<file path="config.mk">
export PLATFORM = sky130hd
export DESIGN_NAME = tpg_port
export DESIGN_NICKNAME = d
export VERILOG_FILES = /design/src/tpg_pkg.sv /design/src/tpg_port.sv /design/src/tpg_pin_cell.sv
export VERILOG_INCLUDE_DIRS = /design/src
export SDC_FILE = /design/constraint.sdc
export NUM_CORES = 1
export LEC_CHECK = 0
export ABC_AREA = 1
export BUFFER_PORTS_ARGS = -buffer_cell sky130_fd_sc_hd__clkbuf_2
export CAP_MARGIN = 0
export CORE_MARGIN = 5
export CORE_UTILIZATION = 43
export CTS_BUF_LIST = sky130_fd_sc_hd__clkbuf_8
export DETAILED_ROUTE_END_ITERATION = 8
export PLACE_DENSITY = 0.77
export SYNTH_ARGS = -nofsm -noshare
export SYNTH_HDL_FRONTEND = slang
export SYNTH_SLANG_ARGS = --single-unit
</file>
<file path="constraint.sdc">
create_clock -name clk -period 0.8 [get_ports clk]
set_input_delay 0.16 -clock clk [delete_from_list [all_inputs] [get_ports clk]]
set_output_delay 0.16 -clock clk [all_outputs]
set_load 0.005 [all_outputs]
</file>
<file path="src/tpg_regs.svh">
// register offsets, field positions, reset values and widths for the port
`ifndef TPG_REGS_SVH
`define TPG_REGS_SVH

`define TPG_ADDR_W        4
`define TPG_OFS_LATCH     4'h0
`define TPG_OFS_DIR       4'h1
`define TPG_OFS_PULLUP    4'h2
`define TPG_OFS_RMW_READ  4'h3
`define TPG_OFS_STATUS    4'h4
`define TPG_PIN_LO        1
`define TPG_PIN_HI        2
`define TPG_PIN_MASK      8'h06
`define TPG_RST_LATCH     8'h00
`define TPG_RST_DIR       8'h00
`define TPG_RST_PULLUP    8'h00

`endif

</file>
<file path="src/tpg_pkg.sv">
// types shared by the two-pin port files
package tpg_pkg;
  typedef enum logic [1:0] {
    tpg_run,
    tpg_hold,
    tpg_hiz
  } tpg_pin_mode_type;
endpackage

</file>
<file path="src/tpg_port.sv">
// two-pin general-purpose port with register access and standby control
//
// How it works
// - direction bit 1 makes the pin an output.
// - an output pin drives the latch bit.
// - latch writes appear on output pins one cycle after the latch register updates.
// - reads of output pins return the latch bit.
// - direction bit 0 makes the pin an input.
// - latch writes on input pins are stored but not driven.
// - plain reads of input pins give the pin; rmw reads give the latch.
// - input reads give the pin level even when a peripheral uses it.
// - reset clears all direction bits so pins start as inputs.
// - standby with pin-state bit 1: hi-z, input held low and blocked.
// - standby with pin-state bit 0: previous drive and level held.
// - standby with pin-state bit 0: state kept, input gate blocked.
// - pull-up bit 1 connects the pull-up, 0 disconnects it.
// - a pin driving low never has its pull-up connected.
// - only bits 1 and 2 exist; other bits have no pin.
// - during reset pins are hi-z with the gated input held low.
// - input blocked cuts the direct input path into the logic.
// - in hi-z standby the pull-up setting still applies.
// - standby states hold for pins used as port, not oscillator; reset states hold for both.
`include "tpg_regs.svh"
module tpg_port (
  input  wire logic                   clk,           // 25 mhz system clock
  input  wire logic                   rst_n,         // sync reset, active low
  input  wire logic [`TPG_ADDR_W-1:0] addr,          // register address
  input  wire logic [7:0]             wdata,         // write data
  input  wire logic                   wr,            // write strobe
  input  wire logic                   rd,            // read strobe
  output logic      [7:0]             rdata,         // read data, next cycle
  input  wire logic                   standby_pin_state_bit, // hi-z select
  input  wire logic                   stop_watch,    // stop or watch mode
  input  wire logic [2:1]             osc_select,    // pin used as oscillator
  input  wire logic [2:1]             pin_in,        // pin levels
  output logic      [2:1]             pin_out,       // pin drive values
  output logic      [2:1]             pin_oe,        // pin drive enables
  output logic      [2:1]             pin_pullup,    // pull-up connected
  output logic      [2:1]             pin_gated_in,  // to trigger inputs
  output logic      [2:1]             osc_in         // raw to oscillator
);
  localparam int PIN_LO = `TPG_PIN_LO;
  localparam int PIN_HI = `TPG_PIN_HI;

  logic [7:0] port_output_latch_reg;
  logic [7:0] port_direction_reg;
  logic [7:0] port_pullup_enable_reg;
  logic [7:0] rdata_next;
  logic [7:0] pin_level;
  tpg_pkg::tpg_pin_mode_type mode [2:1];

  ////////////////////////////////////////////////////////////////////////
  // register writes

  always_ff @(posedge clk) begin
    if (!rst_n)
      port_output_latch_reg <= `TPG_RST_LATCH;
    else if (wr && addr == `TPG_OFS_LATCH)
      port_output_latch_reg <= wdata & `TPG_PIN_MASK;
  end

  always_ff @(posedge clk) begin
    if (!rst_n)
      port_direction_reg <= `TPG_RST_DIR;
    else if (wr && addr == `TPG_OFS_DIR)
      port_direction_reg <= wdata & `TPG_PIN_MASK;
  end

  always_ff @(posedge clk) begin
    if (!rst_n)
      port_pullup_enable_reg <= `TPG_RST_PULLUP;
    else if (wr && addr == `TPG_OFS_PULLUP)
      port_pullup_enable_reg <= wdata & `TPG_PIN_MASK;
  end

  ////////////////////////////////////////////////////////////////////////
  // register reads

  always_comb begin
    pin_level = 8'h00;
    pin_level[PIN_HI:PIN_LO] = pin_in;
  end

  always_comb begin
    case (addr)
      `TPG_OFS_LATCH:
        // output pins read the latch, input pins the pin
        rdata_next = (port_output_latch_reg & port_direction_reg)
                   | (pin_level & ~port_direction_reg
                      & `TPG_PIN_MASK);
      `TPG_OFS_RMW_READ:
        rdata_next = port_output_latch_reg;
      `TPG_OFS_DIR:
        rdata_next = port_direction_reg;
      `TPG_OFS_PULLUP:
        rdata_next = port_pullup_enable_reg;
      `TPG_OFS_STATUS: begin
        rdata_next = 8'h00;
        rdata_next[PIN_HI:PIN_LO] = pin_oe;
      end
      default:
        rdata_next = 8'h00;
    endcase
  end

  always_ff @(posedge clk) begin
    if (!rst_n)
      rdata <= 8'h00;
    else if (rd)
      rdata <= rdata_next;
    else
      rdata <= 8'h00;
  end

  ////////////////////////////////////////////////////////////////////////
  // per-pin standby mode and pin cells

  generate
    for (genvar i = PIN_LO; i <= PIN_HI; i++) begin : g_pin
      always_comb begin
        if (!stop_watch || osc_select[i])
          mode[i] = tpg_pkg::tpg_run;
        else if (standby_pin_state_bit)
          mode[i] = tpg_pkg::tpg_hiz;
        else
          mode[i] = tpg_pkg::tpg_hold;
      end

      tpg_pin_cell u_cell (
        .clk       (clk),
        .rst_n     (rst_n),
        .mode      (mode[i]),
        .latch_bit (port_output_latch_reg[i]),
        .dir_bit   (port_direction_reg[i] && !osc_select[i]),
        .pull_bit  (port_pullup_enable_reg[i]),
        .pin_in    (pin_in[i]),
        .pin_out   (pin_out[i]),
        .pin_oe    (pin_oe[i]),
        .pull_en   (pin_pullup[i]),
        .in_gated  (pin_gated_in[i])
      );

      // oscillator sees the raw pin; only gated path is blocked
      always_ff @(posedge clk) begin
        if (!rst_n)
          osc_in[i] <= 1'b0;
        else
          osc_in[i] <= pin_in[i] && osc_select[i];
      end
    end
  endgenerate
endmodule

</file>
<file path="src/tpg_pin_cell.sv">
// one pin: drive, pull-up and input gate under the standby mode
module tpg_pin_cell (
  input  wire logic                   clk,        // system clock
  input  wire logic                   rst_n,      // sync reset, active low
  input  wire tpg_pkg::tpg_pin_mode_type mode,    // run, hold or hi-z
  input  wire logic                   latch_bit,  // output latch bit
  input  wire logic                   dir_bit,    // 1 = output
  input  wire logic                   pull_bit,   // pull-up enable bit
  input  wire logic                   pin_in,     // pin level
  output logic                        pin_out,    // pin drive value
  output logic                        pin_oe,     // pin drive enable
  output logic                        pull_en,    // pull-up connected
  output logic                        in_gated    // gated input value
);
  logic drv_val;
  logic drv_en;

  always_comb begin
    case (mode)
      tpg_pkg::tpg_run: begin
        drv_val = latch_bit;
        drv_en  = dir_bit;
      end
      tpg_pkg::tpg_hold: begin
        drv_val = pin_out;
        drv_en  = pin_oe;
      end
      tpg_pkg::tpg_hiz: begin
        drv_val = 1'b0;
        drv_en  = 1'b0;
      end
      default: begin
        drv_val = 1'b0;
        drv_en  = 1'b0;
      end
    endcase
  end

  always_ff @(posedge clk) begin
    if (!rst_n) begin
      pin_out <= 1'b0;
      pin_oe  <= 1'b0;
    end else begin
      pin_out <= drv_val;
      pin_oe  <= drv_en;
    end
  end

  // pull-up survives hi-z standby, but never fights a driven low
  always_ff @(posedge clk) begin
    if (!rst_n)
      pull_en <= 1'b0;
    else
      pull_en <= pull_bit && !(drv_en && !drv_val);
  end

  // blocked input reads as low to stop leakage from a floating pin
  always_ff @(posedge clk) begin
    if (!rst_n)
      in_gated <= 1'b0;
    else if (mode != tpg_pkg::tpg_run)
      in_gated <= 1'b0;
    else
      in_gated <= pin_in;
  end
endmodule

</file>
# Word level (Yosys, flattened, before mapping)
# Cells that the tools add are included.
# totals
register_bits	24
out_inout_bits	18
word_cells	61
# op_classes
eq_ne	6
muxes	8
bitwise_logic	5
reduce_logical	28
# ops
op	n
$pmux W3 S5	1
$logic_and A1 B1 Y1	11
$eq A4 B2 Y1 const B	2
$pmux W1 S2	4
$logic_not A1 Y1	7
$and A3 B3 Y3	2
$mux W2	3
$eq A2 B1 Y1 const B	2
$eq A4 B1 Y1 const B	1
$eq A4 B3 Y1 const B	1
$logic_not A2 Y1	2
$logic_not A4 Y1	1
$reduce_bool A2 Y1	2
$reduce_or A2 Y1	2
$not A3 Y3	1
$or A3 B3 Y3	1
$logic_or A1 B1 Y1	2
$reduce_and A2 Y1	1
$not A1 Y1	1

# Logic depth before layout (Yosys ltp)
# depth
depth_word	9
ltp_mapped	7
mapped_depth_nobuf	7

# Cells and area by module
# Synthesis repeated with hierarchy kept, for this count alone.
# hier_totals
hier_cells	131
hier_area_um2	892.1
# modules_own_cells
mod	instances	cells_each	area_each_um2
tpg_port	1	93	589.3
tpg_pin_cell	2	19	151.4

# Worst setup path after synthesis
# Ideal clock, no wire load.
# synth_timing
path_kind	register -> register
start	register port_direction_reg[2]
end	register rdata[2]
setup_time_ps	117
t_arrival_ps	670
required_time_ps	683
slack_ps	13
path_stages_with_launch	7
synth_period_minus_slack_ps	787
path_cell_list	dfxtp_1 nand2_1 inv_1 nor2_1 nor2_1 nor2_1 a21oi_1
# synth_via
elab_chain_len	4
elab_cells_between_ends	5
cone_classes	mux: 1; bitwise: 4
# synth_rtl
element	line_no	text
from (decl)	tpg_port.sv:46	logic [7:0] port_direction_reg;
from (signal assigned)	tpg_port.sv:64	port_direction_reg <= `TPG_RST_DIR;
from (signal assigned)	tpg_port.sv:66	port_direction_reg <= wdata & `TPG_PIN_MASK;
$not A3 Y3	tpg_port.sv:89	| (pin_level & ~port_direction_reg
$and A3 B3 Y3	tpg_port.sv:89	
$or A3 B3 Y3	tpg_port.sv:88	rdata_next = (port_output_latch_reg & port_direction_reg)
$pmux W3 S5 (*)	tpg_port.sv:85	case (addr)
to (signal assigned)	tpg_port.sv:110	rdata <= rdata_next;
to (decl)	tpg_port.sv:31	output logic [7:0] rdata,
# Mark *: on every way between the ends. The rest lies on a longest branch, timed or not.
# A chain may end at the register's enable or synchronous reset.

# Final worst setup path
# layout_timing
start	register port_output_latch_reg[1]
end	register rdata[1]
# layout_via
elab_chain_len	3
# layout_rtl
element	line_no	text
from (decl)	tpg_port.sv:45	logic [7:0] port_output_latch_reg;
from (signal assigned)	tpg_port.sv:57	port_output_latch_reg <= `TPG_RST_LATCH;
from (signal assigned)	tpg_port.sv:59	port_output_latch_reg <= wdata & `TPG_PIN_MASK;
$and A3 B3 Y3	tpg_port.sv:88	
$or A3 B3 Y3	tpg_port.sv:88	
$pmux W3 S5 (*)	tpg_port.sv:85	
# Marks and branches as above.

==> impl_metrics.csv <==
group,metric,value,unit
min_path,min_path_type,"in -> reg",
synth,ys_seq_area_share,40.0,%
worst_setup_path,start_kind,"flop",
route,wl_per_cell,10.8,um
clock_network,cts_buffers,3,
timing,hold_viol_final,0,
final_layout,num_antenna_cells,0,
floorplanning,die_width,55.8,um
clock_network,cts_tree,"done",
clock_network,path_clk_slew,0.06,ns
status,violations,"negative setup slack",
min_path,holdPathStages,3,
clock_network,clk_latency,0.25,ns
pwr,power_leakage,0.626,nW
route,routed_wl,2100,um
global_routing,grt_first_pass_wirelength,3330,um
floorplanning,core_area,0.00198,sq mm
pwr,p_per_area,1430,mW/mm^2
global_routing,grt_max_degree,10,
timing,drv_slew,0,
timing,grt_setup_unrepaired,"true",
worst_setup_path,crit_type,"reg -> reg",
status,outcome,"complete, but fails checks",
route,viasPerCell,4.75,
worst_setup_path,cp.arrival,1.01,ns
synth,yosys_register_bits,18,
floorplanning,start_util,45.5,%
timing,setup_ws,-0.0634,ns
global_routing,grt_overflow,0,
worst_setup_path,cp_max_fo,3,
route,drt_iter0_drc,24,
clock_network,clockBufferDepth,2,
synth,syn_area,901,sq um
clock_network,clock-root-buffer,"clkbuf_8",
route,route.detailed.drc,0,
placement,detailedPlace.worstSlack,-0.181,ns
final_layout,fin_nets,192,
timing,fmax,1160,MHz
floorplanning,io_pins,40,
clock_network,htree_levels,1,
clock_network,ctsHoldBuffers,0,
placement,dp_hpwl,1620,um
pwr,vdd_drop_max,0.000897,V
placement,portBuffers,27,
timing,setup_tns,-0.414,ns
synth,avgSynthCellArea,6.93,sq um
global_routing,antenna_found_initial,0,
worst_setup_path,cpPeakStageDelay,0.36,ns
global_routing,grt_usage,13.1,%
placement,gp_congestion,0.801,
synth,synth_warnings,0,
worst_setup_path,end_kind,"flop",
final_layout,syn2layout_area_growth,35.7,%
synth,ys_types,18,
floorplanning,fp.dieArea,0.00311,sq mm
timing,fin_crit_sh,108,%
synth,syn_inst,130,
final_layout,drive_gt1_share,47.6,%
worst_setup_path,worstPathCellList,"nand2_2, o21ai_2, nand2_1, nand3_2, nor2_1, nor2_1",
timing,min_period,0.863,ns
final_layout,fin_util,61.7,%
worst_setup_path,critPathRequiredTime,0.95,ns
route,vias,926,
route,ant_nets,0,
global_routing,grt_pass1_vias,813,
job,max_cap_violations,0,
worst_setup_path,crit_path_frequent_cell,"nor2_1",
floorplanning,num_rows,16,
final_layout,fillerInstances,187,
clock_network,clock-sinks,18,
worst_setup_path,critPathSlowestCell,"dfxtp_4",
worst_setup_path,reg2regPathDepth,6,
route,drtPass1Iterations,4,
floorplanning,die_y,55.8,um
timing,clock_skew,0.00184,ns
timing,finalSetupViolCount,16,
repair_timing:
action,in CTS,in global routing
pin swaps,6,8
setup endpoints to repair,14,19
resized for setup,12,23
setup buffers,4,3
synth_stat cells (all sizes together):
cell type,count,area [sq um]
clkinv,1,3.75
nand2,31,116
inv,16,60.1
nand4,4,25.0
o21ai,3,15.0
nand3,13,70.1
buf,15,110
nor3,2,10.0
conb,1,3.75
nor2,15,71.3
a21oi,11,55.1
dfxtp,18,360
metrics by stage:
stage | hold WS [ns] | power, mW | std cells | area, sq um
CTS | 0.139 | 1.76 | 192 | 1150
global placement | 0.404 | 1.15 | 185 | 1060
floorplan | 0.303 | 1.06 | 135 | 920
global route | 0.164 | 1.83 | 195 | 1220
detailed placement | 0.407 | 1.15 | 185 | 1060
finish | 0.142 | 1.75 | 195 | 1220
critical path, delay by kind of cell (launching register included):
kind / cells / cell delay, ns
flip-flops: 1 / 0.36
AO/OA/AOI/OAI: 1 / 0.05
AND/OR/NAND/NOR: 5 / 0.35
where the power goes:
part | switching, mW | internal (mW) | leakage, nW
logic | 0.129 | 0.103 | 0.451
clock network | 0.270 | 0.334 | 0.0216
registers | 0.00750 | 0.906 | 0.153
layout by cell type (no fill, tap or decap), drive strengths merged:
cell    instances
o21ai           3
clkinv          1
clkbuf         27
nor3            2
nand3          13
conb            6
a21oi          11
dfxtp          18
nand4           4
buf            21
nor2           15
nand2          31
inv            16
final timing paths:
| kind | from | end | slack [ns] |
|---|---|---|---|
| setup / recovery | port_output_latch_reg[1] | rdata[1] | -0.06 |
| hold reg to reg | port_pullup_enable_reg[1] | g_pin[1].u_cell.pull_en | 0.47 |
| setup reg to reg | port_output_latch_reg[1] | rdata[1] | -0.06 |
| hold / removal | rd | rdata[2] | 0.14 |
final cells by class:
class / count / area (sq um) / share of cell area [%]
multi-input combinational: 85 / 425 / 34.8
sequential: 18 / 383 / 31.3
timing repair buffer: 45 / 275 / 22.5
inverter: 17 / 63.8 / 5.22
clock buffer: 3 / 41.3 / 3.38
tap: 27 / 33.8 / 2.76
per-layer routing:
layer	vias to the layer above	part of all wire (%)	GRT usage, %
li1	470	-	-
met1	415	41	14.5
met2	36	48	23.1
met3	5	9.5	4.18
met4	0	1.5	5.21
met5	-	0	0
cell families after synthesis:
| family | count (synthesis) | share of synthesized area, % |
|---|---|---|
| compound gates | 14 | 7.78 |
| buf+inv | 32 | 19.3 |
| flops | 18 | 40.0 |
| other cells | 1 | 0.416 |
| simple gates | 65 | 32.5 |
(Power assumes the default switching activity.)
